[src/cpg_pkg.sv]
package cpg_pkg;

	// ----------------------------------------------------------------
	// register map (byte addresses)
	// ----------------------------------------------------------------
	localparam logic [11:0] CPG_OFS_RC80_CTRL   = 12'h3c0;
	localparam logic [11:0] CPG_OFS_HRP_CTRL    = 12'h3c4;
	localparam logic [11:0] CPG_OFS_FP_CTRL     = 12'h3c8;
	localparam logic [11:0] CPG_OFS_FP_MUL      = 12'h3cc;
	localparam logic [11:0] CPG_OFS_FP_DIV      = 12'h3d0;
	localparam logic [11:0] CPG_OFS_GC_BASE     = 12'h3a0;
	localparam logic [11:0] CPG_OFS_FRC_VERSION = 12'h3d8;
	localparam logic [11:0] CPG_OFS_PRE_VERSION = 12'h3dc;

	// ----------------------------------------------------------------
	// sizes and field positions
	// ----------------------------------------------------------------
	localparam int          CPG_NUM_GC       = 4;
	localparam int          CPG_NUM_SRC      = 8;
	localparam int          CPG_HRP_LSB      = 8;
	localparam int          CPG_SEL_LSB      = 1;
	localparam int          CPG_GC_SEL_LSB   = 8;
	localparam int          CPG_GC_DIV_LSB   = 16;
	localparam int          CPG_RC80_TRIM_LSB = 16;
	localparam int          CPG_RC80_FCD_BIT = 7;
	localparam logic [31:0] CPG_RESET_VALUE  = 32'h0000_0000;
	localparam logic [1:0]  CPG_RESP_OKAY    = 2'b00;
	localparam logic [1:0]  CPG_RESP_SLVERR  = 2'b10;

	// identification values: arbitrary, carry no meaning
	localparam logic [11:0] CPG_FRC_VERSION_NUM = 12'h101;
	localparam logic [11:0] CPG_PRE_VERSION_NUM = 12'h102;
	localparam logic [3:0]  CPG_VARIANT_NUM     = 4'h0;
	localparam int          CPG_VARIANT_LSB     = 16;

	// ----------------------------------------------------------------
	// carriers
	// ----------------------------------------------------------------
	typedef struct packed {
		logic [2:0] sel;
		logic       on;
	} cpg_pre_ctrl_t;

	typedef struct packed {
		logic [15:0] div;
		logic [4:0]  sel;
		logic        divide_on;
		logic        on;
	} cpg_gc_ctrl_t;

	typedef enum logic [1:0] {
		CPG_BUS_IDLE = 2'b00,
		CPG_BUS_RESP = 2'b01
	} cpg_bus_state_t;

endpackage

[src/cpg_top.sv]
`timescale 1ns/1ps
module cpg_top
	import cpg_pkg::*;
(
	input  wire logic                   clk,                // 200 MHz system clock
	input  wire logic                   srst,               // sync reset, active high
	input  wire logic [CPG_NUM_SRC-1:0] src_tick,           // source clock enables, one cycle each
	input  wire logic [9:0]             trim_fuse,          // trim from fuses
	input  wire logic                   trim_fuse_valid,    // fuse trim ready to load
	input  wire logic [11:0]            s_axi_awaddr,       // write address
	input  wire logic                   s_axi_awvalid,      // write address valid
	output logic                        s_axi_awready,      // write address ready
	input  wire logic [31:0]            s_axi_wdata,        // write data
	input  wire logic [3:0]             s_axi_wstrb,        // write byte enables
	input  wire logic                   s_axi_wvalid,       // write data valid
	output logic                        s_axi_wready,       // write data ready
	output logic [1:0]                  s_axi_bresp,        // write response
	output logic                        s_axi_bvalid,       // write response valid
	input  wire logic                   s_axi_bready,       // write response ready
	input  wire logic [11:0]            s_axi_araddr,       // read address
	input  wire logic                   s_axi_arvalid,      // read address valid
	output logic                        s_axi_arready,      // read address ready
	output logic [31:0]                 s_axi_rdata,        // read data
	output logic [1:0]                  s_axi_rresp,        // read response
	output logic                        s_axi_rvalid,       // read data valid
	input  wire logic                   s_axi_rready,       // read data ready
	output logic                        rc80_run,           // rc80 oscillator enable
	output logic                        hires_prescaled_clock, // hires prescaler clock
	output logic                        frac_prescaled_clock,  // fractional prescaler clock
	output logic [CPG_NUM_GC-1:0]       gen_clock           // generic clocks
);

	// ----------------------------------------------------------------
	// register state
	// ----------------------------------------------------------------
	logic                 rc80_on;
	logic [9:0]           trim_value;
	logic                 fuse_trim_loaded;
	logic [23:0]          hires_period_count;
	cpg_pre_ctrl_t        hires_ctrl;
	cpg_pre_ctrl_t        frac_ctrl;
	logic [15:0]          frac_multiplier;
	logic [15:0]          frac_divisor;
	cpg_gc_ctrl_t         gc_ctrl [CPG_NUM_GC];

	// ----------------------------------------------------------------
	// write channel: address and data taken in either order
	// ----------------------------------------------------------------
	logic        aw_held;
	logic        w_held;
	logic [11:0] aw_addr;
	logic [31:0] w_data;
	logic [3:0]  w_strb;
	wire         aw_take   = s_axi_awvalid & s_axi_awready;
	wire         w_take    = s_axi_wvalid & s_axi_wready;
	wire         have_aw   = aw_held | aw_take;
	wire         have_w    = w_held | w_take;
	wire         wr_do     = have_aw & have_w & ~s_axi_bvalid;
	wire [11:0]  wr_addr   = aw_held ? aw_addr : s_axi_awaddr;
	wire [31:0]  wr_data   = w_held ? w_data : s_axi_wdata;
	wire [3:0]   wr_strb   = w_held ? w_strb : s_axi_wstrb;
	wire [31:0]  wr_mask   = {{8{wr_strb[3]}}, {8{wr_strb[2]}}, {8{wr_strb[1]}}, {8{wr_strb[0]}}};

	// write address decode
	// version words decode as mapped: writes get okay and are dropped
	wire         wr_rc80   = wr_addr == CPG_OFS_RC80_CTRL;
	wire         wr_hrp    = wr_addr == CPG_OFS_HRP_CTRL;
	wire         wr_fpc    = wr_addr == CPG_OFS_FP_CTRL;
	wire         wr_fpm    = wr_addr == CPG_OFS_FP_MUL;
	wire         wr_fpd    = wr_addr == CPG_OFS_FP_DIV;
	wire         wr_gc_hit = wr_addr[11:4] == CPG_OFS_GC_BASE[11:4];
	wire [1:0]   wr_gc_idx = wr_addr[3:2];
	wire         wr_ro     = (wr_addr == CPG_OFS_FRC_VERSION) | (wr_addr == CPG_OFS_PRE_VERSION);
	wire         wr_ok     = wr_rc80 | wr_hrp | wr_fpc | wr_fpm | wr_fpd | wr_gc_hit | wr_ro;

	// merge helper: keep bytes whose strobe is low
	// read-only bits are rebuilt from state, so a merge cannot disturb them
	function automatic logic [31:0] cpg_merge(input logic [31:0] old_v, input logic [31:0] new_v,
		input logic [31:0] mask);
		cpg_merge = (old_v & ~mask) | (new_v & mask);
	endfunction

	wire [31:0]  cur_rc80  = (32'(trim_value) << CPG_RC80_TRIM_LSB) | (32'(fuse_trim_loaded) << CPG_RC80_FCD_BIT)
		| 32'(rc80_on);
	wire [31:0]  cur_hrp   = {hires_period_count, 4'h0, hires_ctrl.sel, hires_ctrl.on};
	wire [31:0]  cur_fpc   = {28'h0, frac_ctrl.sel, frac_ctrl.on};
	wire [31:0]  new_rc80  = cpg_merge(cur_rc80, wr_data, wr_mask);
	wire [31:0]  new_hrp   = cpg_merge(cur_hrp, wr_data, wr_mask);
	wire [31:0]  new_fpc   = cpg_merge(cur_fpc, wr_data, wr_mask);
	wire [31:0]  new_fpm   = cpg_merge({16'h0, frac_multiplier}, wr_data, wr_mask);
	wire [31:0]  new_fpd   = cpg_merge({16'h0, frac_divisor}, wr_data, wr_mask);
	wire [31:0]  cur_gcw   = {gc_ctrl[wr_gc_idx].div, 3'h0, gc_ctrl[wr_gc_idx].sel, 6'h00,
		gc_ctrl[wr_gc_idx].divide_on, gc_ctrl[wr_gc_idx].on};
	wire [31:0]  new_gc    = cpg_merge(cur_gcw, wr_data, wr_mask);

	// one write in flight: a new pair waits until bready takes the answer
	// write handshake and response
	always_ff @(posedge clk) begin
		if (srst) begin
			aw_held <= 1'b0;
			w_held <= 1'b0;
			aw_addr <= 12'h000;
			w_data <= CPG_RESET_VALUE;
			w_strb <= 4'h0;
			s_axi_bvalid <= 1'b0;
			s_axi_bresp <= CPG_RESP_OKAY;
		end else begin
			if (aw_take & ~wr_do) begin
				aw_held <= 1'b1;
				aw_addr <= s_axi_awaddr;
			end else if (wr_do) begin
				aw_held <= 1'b0;
			end
			if (w_take & ~wr_do) begin
				w_held <= 1'b1;
				w_data <= s_axi_wdata;
				w_strb <= s_axi_wstrb;
			end else if (wr_do) begin
				w_held <= 1'b0;
			end
			if (wr_do) begin
				s_axi_bvalid <= 1'b1;
				s_axi_bresp <= wr_ok ? CPG_RESP_OKAY : CPG_RESP_SLVERR;
			end else if (s_axi_bready) begin
				s_axi_bvalid <= 1'b0;
			end
		end
	end

	// ready while nothing of that channel is held and no response pending
	// registered readies cost a cycle but keep the bus free of long paths
	always_ff @(posedge clk) begin
		if (srst) begin
			s_axi_awready <= 1'b0;
			s_axi_wready <= 1'b0;
		end else begin
			s_axi_awready <= ~(have_aw & ~wr_do) & ~(s_axi_bvalid & ~s_axi_bready) & ~wr_do;
			s_axi_wready <= ~(have_w & ~wr_do) & ~(s_axi_bvalid & ~s_axi_bready) & ~wr_do;
		end
	end

	// ----------------------------------------------------------------
	// control registers
	// ----------------------------------------------------------------
	// trim loads once per reset; later fuse strobes are ignored
	// trim from fuses only: bus writes never reach trim_value
	always_ff @(posedge clk) begin
		if (srst) begin
			trim_value <= 10'h000;
			fuse_trim_loaded <= 1'b0;
		end else if (trim_fuse_valid & ~fuse_trim_loaded) begin
			trim_value <= trim_fuse;
			fuse_trim_loaded <= 1'b1;
		end
	end

	// new counts take effect at the next compare, with no restart
	// enable bit; values change while running
	always_ff @(posedge clk) begin
		if (srst) begin
			rc80_on <= 1'b0;
			hires_ctrl <= '0;
			hires_period_count <= 24'h000000;
			frac_ctrl <= '0;
			frac_multiplier <= 16'h0000;
			frac_divisor <= 16'h0000;
		end else if (wr_do) begin
			if (wr_rc80)
				rc80_on <= new_rc80[0];
			if (wr_hrp) begin
				hires_ctrl <= new_hrp[3:0];
				hires_period_count <= new_hrp[31:CPG_HRP_LSB];
			end
			if (wr_fpc)
				frac_ctrl <= new_fpc[3:0];
			if (wr_fpm)
				frac_multiplier <= new_fpm[15:0];
			if (wr_fpd)
				frac_divisor <= new_fpd[15:0];
		end
	end

	always_ff @(posedge clk) begin
		if (srst) begin
			for (int i = 0; i < CPG_NUM_GC; i++)
				gc_ctrl[i] <= '0;
		end else if (wr_do & wr_gc_hit) begin
			gc_ctrl[wr_gc_idx] <= {new_gc[31:CPG_GC_DIV_LSB], new_gc[12:CPG_GC_SEL_LSB], new_gc[1:0]};
		end
	end

	// ----------------------------------------------------------------
	// read channel: answer one cycle after the address is taken
	// ----------------------------------------------------------------
	wire         ar_take  = s_axi_arvalid & s_axi_arready;
	wire         rd_gc    = s_axi_araddr[11:4] == CPG_OFS_GC_BASE[11:4];
	wire [1:0]   rd_gi    = s_axi_araddr[3:2];
	wire [31:0]  rd_gcw   = {gc_ctrl[rd_gi].div, 3'h0, gc_ctrl[rd_gi].sel, 6'h00,
		gc_ctrl[rd_gi].divide_on, gc_ctrl[rd_gi].on};
	// version words read-only, variant carries no function
	wire [31:0]  ver_frc  = {8'h00, 4'h0, CPG_VARIANT_NUM, 4'h0, CPG_FRC_VERSION_NUM};
	wire [31:0]  ver_pre  = {8'h00, 4'h0, CPG_VARIANT_NUM, 4'h0, CPG_PRE_VERSION_NUM};
	logic [31:0] rd_word;
	logic        rd_ok;

	// read decode
	always_comb begin
		rd_ok = 1'b1;
		rd_word = CPG_RESET_VALUE;
		if (rd_gc)
			rd_word = rd_gcw;
		else begin
			case (s_axi_araddr)
				CPG_OFS_RC80_CTRL:   rd_word = cur_rc80;
				CPG_OFS_HRP_CTRL:    rd_word = cur_hrp;
				CPG_OFS_FP_CTRL:     rd_word = cur_fpc;
				CPG_OFS_FP_MUL:      rd_word = {16'h0, frac_multiplier};
				CPG_OFS_FP_DIV:      rd_word = {16'h0, frac_divisor};
				CPG_OFS_FRC_VERSION: rd_word = ver_frc;
				CPG_OFS_PRE_VERSION: rd_word = ver_pre;
				default:             rd_ok = 1'b0;
			endcase
		end
	end

	// arready drops for the answer cycle, so one read is in flight at most
	// read handshake
	always_ff @(posedge clk) begin
		if (srst) begin
			s_axi_arready <= 1'b0;
			s_axi_rvalid <= 1'b0;
			s_axi_rdata <= CPG_RESET_VALUE;
			s_axi_rresp <= CPG_RESP_OKAY;
		end else begin
			s_axi_arready <= ~s_axi_rvalid & ~ar_take;
			if (ar_take) begin
				s_axi_rvalid <= 1'b1;
				s_axi_rdata <= rd_word;
				s_axi_rresp <= rd_ok ? CPG_RESP_OKAY : CPG_RESP_SLVERR;
			end else if (s_axi_rready) begin
				s_axi_rvalid <= 1'b0;
			end
		end
	end

	// ----------------------------------------------------------------
	// high resolution prescaler
	// ----------------------------------------------------------------
	// select is sampled live; software keeps it stable while on
	wire         hrp_tick  = src_tick[hires_ctrl.sel];
	logic [23:0] hrp_cnt;
	// >= rather than ==: a count lowered below the running value acts at once
	// count+1 input periods then toggle; live count compare
	wire         hrp_edge  = hrp_tick & (hrp_cnt >= hires_period_count);
	always_ff @(posedge clk) begin
		if (srst) begin
			hrp_cnt <= 24'h000000;
			hires_prescaled_clock <= 1'b0;
		end else if (!hires_ctrl.on) begin
			// off: finish any high phase, then rest low
			if (!hires_prescaled_clock) begin
				hrp_cnt <= 24'h000000;
			end else if (hrp_tick) begin
				// a cut high phase would be a runt pulse downstream
				hrp_cnt <= hrp_edge ? 24'h000000 : hrp_cnt + 24'h000001;
				if (hrp_edge)
					hires_prescaled_clock <= 1'b0;
			end
		end else if (hrp_tick) begin
			hrp_cnt <= hrp_edge ? 24'h000000 : hrp_cnt + 24'h000001;
			if (hrp_edge)
				hires_prescaled_clock <= ~hires_prescaled_clock;
		end
	end

	// ----------------------------------------------------------------
	// fractional prescaler: accumulator adds mul, wraps at div
	// ----------------------------------------------------------------
	// select held by software while enabled
	wire         fp_tick   = src_tick[frac_ctrl.sel];
	logic [16:0] fp_acc;
	// output pulse rate is in * mul / div
	wire [16:0]  fp_sum    = fp_acc + {1'b0, frac_multiplier};
	wire         fp_wrap   = fp_sum >= {1'b0, frac_divisor};
	// trade-off: pulse train, exact average rate but no even duty cycle
	// mul below div keeps the accumulator bounded
	always_ff @(posedge clk) begin
		if (srst) begin
			fp_acc <= 17'h00000;
			frac_prescaled_clock <= 1'b0;
		end else if (!frac_ctrl.on) begin
			fp_acc <= 17'h00000;
			frac_prescaled_clock <= 1'b0;
		end else begin
			// new mul or div apply at the next tick
			frac_prescaled_clock <= fp_tick & fp_wrap;
			if (fp_tick)
				fp_acc <= fp_wrap ? fp_sum - {1'b0, frac_divisor} : fp_sum;
		end
	end

	// ----------------------------------------------------------------
	// generic clocks and rc80 enable
	// ----------------------------------------------------------------
	// a part with fewer divider bits would tie the upper ones to zero
	// every generic clock here implements all 16 divider bits
	logic [15:0] gc_cnt [CPG_NUM_GC];
	logic [CPG_NUM_GC-1:0] gc_tick;
	logic [CPG_NUM_GC-1:0] gc_wrap;
	always_comb begin
		for (int i = 0; i < CPG_NUM_GC; i++) begin
			// codes at or above the source count have no clock behind them
			// five-bit select, upper codes read as silent
			gc_tick[i] = (gc_ctrl[i].sel < CPG_NUM_SRC) ? src_tick[gc_ctrl[i].sel[2:0]] : 1'b0;
			gc_wrap[i] = gc_cnt[i] >= gc_ctrl[i].div;
		end
	end

	always_ff @(posedge clk) begin
		if (srst) begin
			rc80_run <= 1'b0;
			gen_clock <= '0;
			for (int i = 0; i < CPG_NUM_GC; i++)
				gc_cnt[i] <= 16'h0000;
		end else begin
			// registered, so the oscillator enable never glitches
			// oscillator runs while enabled, one cycle behind the enable bit
			rc80_run <= rc80_on;
			for (int i = 0; i < CPG_NUM_GC; i++) begin
				if (!gc_ctrl[i].on && !gen_clock[i]) begin
					// disabled and low: stay low, clear divider
					gc_cnt[i] <= 16'h0000;
				end else if (!gc_ctrl[i].divide_on) begin
					// undivided: one pulse per source tick
					gc_cnt[i] <= 16'h0000;
					gen_clock[i] <= gc_tick[i] & gc_ctrl[i].on;
				end else if (gc_tick[i]) begin
					// a disabled divided clock ends its high phase here, so no runt
					// toggle every div+1 ticks: period 2*(div+1)
					gc_cnt[i] <= gc_wrap[i] ? 16'h0000 : gc_cnt[i] + 16'h0001;
					if (gc_wrap[i])
						gen_clock[i] <= ~gen_clock[i];
				end
			end
		end
	end

endmodule

[config.mk]
export PLATFORM = sky130hd
export DESIGN_NAME = cpg_top
export DESIGN_NICKNAME = d
export VERILOG_FILES = /design/src/cpg_pkg.sv /design/src/cpg_top.sv
export SDC_FILE = /design/constraint.sdc
export NUM_CORES = 1
export LEC_CHECK = 0
export BUFFER_PORTS_ARGS = -buffer_cell sky130_fd_sc_hd__buf_2
export CAP_MARGIN = 5
export CELL_PAD_IN_SITES_DETAIL_PLACEMENT = 1
export CELL_PAD_IN_SITES_GLOBAL_PLACEMENT = 1
export CORE_MARGIN = 3
export CORE_UTILIZATION = 38
export DETAILED_ROUTE_END_ITERATION = 12
export PLACE_DENSITY_LB_ADDON = 0.08
export REMOVE_ABC_BUFFERS = 1
export SYNTH_ARGS = -nofsm -noshare
export SYNTH_HDL_FRONTEND = slang
export SYNTH_SLANG_ARGS = --single-unit
[constraint.sdc]
create_clock -name clk -period 6.73 [get_ports clk]
set_input_delay 2.019 -clock clk [delete_from_list [all_inputs] [get_ports clk]]
set_output_delay 2.019 -clock clk [all_outputs]
set_load 0.02 [all_outputs]
==> PnR_summary.wiki <==
{| class="wikitable"
! Metric !! Value
|-
| Die area || 57800 um2
|-
| Worst hold path stage count || 1
|-
| Buffer type at the clock tree root || sky130_fd_sc_hd__clkbuf_16
|-
| Netlist area before placement || 20900 um2
|-
| Largest family of logic cells by synthesized area || simple AND/OR/NAND/NOR gates
|-
| Fraction of synthesized area in multiplexers || 10.7%
|-
| Top flip-flop cell by instance count after synthesis || sky130_fd_sc_hd__dfxtp_1
|-
| Setup repair bufs after CTS || 0
|-
| Number of setup violations in the final report || 0
|-
| Initial detailed-routing violation count || 1106
|-
| RSZ-0062 raised after global routing || false
|-
| Crit start category || input port
|-
| Overall Global Routing Usage || 23.1%
|-
| TritonCTS clock tree || yes
|-
| Final count of pins violating max slew || 0
|-
| Global-route wire length before repair || 103000 um
|-
| Adder and majority cell fraction of the synthesized area || 7.68%
|-
| CTS buffer count || 46
|-
| Hold path start || s_axi_rvalid
|-
| Yosys warning count || 0
|-
| Share of flip-flops with an asynchronous set or reset after synthesis || 0%
|-
| Cell accounting for the most synthesized area || sky130_fd_sc_hd__edfxtp_1
|-
| Number of cells produced by synthesis || 2184
|-
| Overall power || 0.00547 W
|-
| Final critical delay including setup and external delays || 4830 ps
|-
| Signal arrival time at the worst endpoint || 4890 ps
|-
| Pin count of the biggest net entering global routing || 90
|-
| Die span in y || 240 um
|-
| Basic-gate share of the synthesized area counting and, or, nand and nor cells || 16.7%
|-
| Worst Reg-to-Reg Cells || 17
|-
| Measured slew at the worst slew-check pin || 1260 ps
|-
| Number of global-route vias before repair || 17.2k
|-
| Standard-cell row count || 85
|-
| Pre-Repair DR Iteration Count || 5
|-
| Antenna cell count || 0
|-
| Antenna violations before repair || 2
|-
| Core box area || 54100 um2
|-
| Reg-to-Reg End || fp_acc[9]
|-
| X dimension of the die || 240 um
|-
| Leakage Power || 9.10 nW
|-
| IO buf count || 131
|-
| Average wire length per cell after detail routing || 22.2 um
|-
| Vias per cell || 5.56
|-
| Power Density || 231 nW/um2
|-
| Final nets || 2492
|-
| Hold Crit Endpoint || s_axi_arready
|-
| Weighted congestion reported at the end of routability-driven placement || 0.856
|-
| Post-CTS Hold Buffers || 0
|-
| Initial Util || 38.6%
|-
| Detail Route Antenna Nets || 0
|-
| Slack of the worst reg-to-reg path || 2120 ps
|-
| CTS H-Tree Depth || 2
|-
| Global route total overflow || 0
|-
| Result of the run || complete, no violations
|-
| Fraction of final layout cells sized beyond drive strength 1 || 13.7%
|-
| Count of pins on the block boundary || 134
|-
| Worst-case clock skew || 14.6 ps
|-
| Path type of the worst min-delay path || reg2reg
|-
| Post-synth EDFFs || 156
|-
| Total wire length after detailed routing || 66900 um
|-
| Final Hold Fails || 0
|-
| HPWL reported at the end of detailed placement || 50200 um
|-
| Layout overhead on the synthesized area || 13.3%
|-
| Number of instances resized during post-cts repair || 0
|-
| Worst-case clock buffer depth || 3
|-
| Number of register bits inferred by synthesis || 369
|-
| Count of clock tree sinks || 369
|-
| Upper clock frequency limit || 207 MHz
|-
| Source-to-sink clock delay at the later pin of the worst-skew pair || 590 ps
|-
| Maximum vdd ir drop || 0.166 mV
|-
| Via count || 16.7k
|-
| Setup Crit Path Kind || in2reg
|-
| XOR/XNOR Fraction of Synth Area || 4.40%
|-
| Post-synthesis average cell area || 9.56 um2
|-
| CP Max Fanout || 24
|-
| Sequential area share after synthesis || 42.8%
|-
| Share of the synthesized area in compound gates (AO/OA/AOI/OAI) || 13.2%
|-
| Top cells by area in the synthesized netlist || sky130_fd_sc_hd__edfxtp_1 (22%), sky130_fd_sc_hd__dfxtp_1 (20%), sky130_fd_sc_hd__ha_1 (7.5%)
|-
| Yosys top cell area share || 22.4%
|-
| Summed negative setup slack over all endpoints || 0 ps
|-
| Distinct cell type count after synthesis || 84
|-
| Number of maximum-capacitance constraint violations || 0
|-
| Worst path required time || 6800 ps
|-
| Tcrit/Tclk final || 71.7%
|-
| Clock slew at the register clock pins of the worst setup and hold paths || 60 ps
|-
| Drt drc || 0
|-
| Worst relative slew slack || 15.5%
|-
| Kind of capture point of the worst setup path || register
|}
==> report_power, final <==
| group | total (W) | leakage [nW] | internal [W] | switching (W) |
|---|---|---|---|---|
| Combinational | 0.000488 | 4.90 | 0.000178 | 0.000310 |
| Sequential | 0.00245 | 3.45 | 0.00239 | 0.0000624 |
| Clock | 0.00253 | 0.754 | 0.00149 | 0.00104 |
| Total | 0.00547 | 9.10 | 0.00406 | 0.00141 |
==> per-stage QoR <==
| stage | instance area [um2] | worst slack [ps] | util, % | std cells | hold WS [ps] |
|---|---|---|---|---|---|
| global route | 23700 | 1520 | 43.7 | 3012 | 472 |
| finish | 23700 | 1900 | 43.7 | 3012 | 451 |
| floorplan | 20400 | 1980 | - | 2082 | 427 |
| global placement | 22100 | 1390 | 40.9 | 2927 | 440 |
| CTS | 23700 | 1870 | 43.7 | 3012 | 455 |
| detailed placement | 22100 | 1250 | 40.9 | 2927 | 444 |
==> cells by family after synthesis <==
logic type,Yosys count
flip-flops,369
adder cells (fa/ha/maj),127
other,1
multiplexers,147
buffers and inverters,235
XOR/XNOR,104
AO/OA/AOI/OAI,420
AND/OR/NAND/NOR,781
==> cell type report <==
cell class	count	area (um2)
timing repair buffer	149	797
fill	6198	30500
inverter	132	495
clock inverter	21	179
tap	696	871
multi-input combinational	1581	11000
clock buffer	64	1360
sequential	369	8950
==> synthesized netlist by cell type, types with 8 or more instances <==
cell                         n
sky130_fd_sc_hd__or3_1       9
sky130_fd_sc_hd__buf_4       8
sky130_fd_sc_hd__a222oi_1    8
sky130_fd_sc_hd__buf_1      10
sky130_fd_sc_hd__nand2_1   199
sky130_fd_sc_hd__a311oi_1    9
sky130_fd_sc_hd__mux2i_1    75
sky130_fd_sc_hd__a21oi_1   136
sky130_fd_sc_hd__and3_1     29
sky130_fd_sc_hd__nor2_1    353
sky130_fd_sc_hd__edfxtp_1  156
sky130_fd_sc_hd__xnor2_1    45
sky130_fd_sc_hd__ha_1      125
sky130_fd_sc_hd__o21ai_1    10
sky130_fd_sc_hd__mux4_2     58
sky130_fd_sc_hd__nand2b_1   19
sky130_fd_sc_hd__o21a_1      8
sky130_fd_sc_hd__nor2b_1    18
sky130_fd_sc_hd__xor2_1     58
sky130_fd_sc_hd__nand4_1    22
sky130_fd_sc_hd__dfxtp_1   213
sky130_fd_sc_hd__a221oi_1    9
sky130_fd_sc_hd__a211oi_1   75
sky130_fd_sc_hd__a22oi_1    12
sky130_fd_sc_hd__o21ai_0    62
sky130_fd_sc_hd__nand3_1    60
sky130_fd_sc_hd__a21o_1     31
sky130_fd_sc_hd__mux2_2     11
sky130_fd_sc_hd__nor3_1     31
sky130_fd_sc_hd__buf_2      16
sky130_fd_sc_hd__clkbuf_1   66
sky130_fd_sc_hd__a31oi_1     9
sky130_fd_sc_hd__o211ai_1    8
sky130_fd_sc_hd__inv_1     132
==> routing by layer <==
layer	track usage [%]	wire length, um
met1	31.6	30600
met3	3.05	2750
met2	38.7	32100
met4	6.25	1460
met5	0	20
==> critical path: stages <==
cell and delay, ps:
sky130_fd_sc_hd__buf_2 110, sky130_fd_sc_hd__a21oi_1 260, sky130_fd_sc_hd__nor3_1 160, sky130_fd_sc_hd__o211a_1 250, sky130_fd_sc_hd__nand2_1 110, sky130_fd_sc_hd__buf_4 300
sky130_fd_sc_hd__or2_1 770, sky130_fd_sc_hd__nand2_1 880
==> placed cells by master, fill, tap and decap left out, types with 6 or more instances in the layout <==
cell and count:
sky130_fd_sc_hd__and3_1 29, sky130_fd_sc_hd__mux4_2 58, sky130_fd_sc_hd__nor2b_1 18, sky130_fd_sc_hd__inv_1 132, sky130_fd_sc_hd__clkbuf_1 7, sky130_fd_sc_hd__nor2_1 352
sky130_fd_sc_hd__a211oi_1 75, sky130_fd_sc_hd__mux2_2 11, sky130_fd_sc_hd__or3_1 9, sky130_fd_sc_hd__ha_1 125, sky130_fd_sc_hd__clkbuf_8 8, sky130_fd_sc_hd__xnor2_1 45
sky130_fd_sc_hd__xor2_1 58, sky130_fd_sc_hd__o21a_1 8, sky130_fd_sc_hd__nand2b_1 19, sky130_fd_sc_hd__a31oi_1 9, sky130_fd_sc_hd__nand3_1 60, sky130_fd_sc_hd__o211ai_1 8
sky130_fd_sc_hd__clkinv_2 7, sky130_fd_sc_hd__edfxtp_1 156, sky130_fd_sc_hd__mux2i_1 74, sky130_fd_sc_hd__nand4_1 22, sky130_fd_sc_hd__a22oi_1 12, sky130_fd_sc_hd__dfxtp_1 212
sky130_fd_sc_hd__o21ai_1 10, sky130_fd_sc_hd__o2111ai_1 6, sky130_fd_sc_hd__nand2_1 199, sky130_fd_sc_hd__a21oi_1 136, sky130_fd_sc_hd__a311oi_1 9, sky130_fd_sc_hd__o21bai_1 6
sky130_fd_sc_hd__nor3_1 31, sky130_fd_sc_hd__a21o_1 31, sky130_fd_sc_hd__a222oi_1 8, sky130_fd_sc_hd__buf_4 18, sky130_fd_sc_hd__o21ai_0 62, sky130_fd_sc_hd__a221oi_1 9
sky130_fd_sc_hd__buf_2 130, sky130_fd_sc_hd__clkbuf_16 49
==> how the worst max path moves through the flow <==
stage / start / to / slack (ps) / cells after the start
after global routing: s_axi_awvalid / gc_ctrl[0][13] / 1520 / 8
after global placement: s_axi_awvalid / gc_ctrl[0][12] / 1390 / 8
after detailed placement: s_axi_awvalid / gc_ctrl[0][13] / 1250 / 8
after floorplan: s_axi_araddr[11] / s_axi_rdata[30] / 1980 / 5
final: s_axi_awvalid / gc_ctrl[0][13] / 1900 / 8
after CTS: s_axi_awvalid / gc_ctrl[0][13] / 1870 / 8
Note: power is estimated with default switching activity, not from simulation.
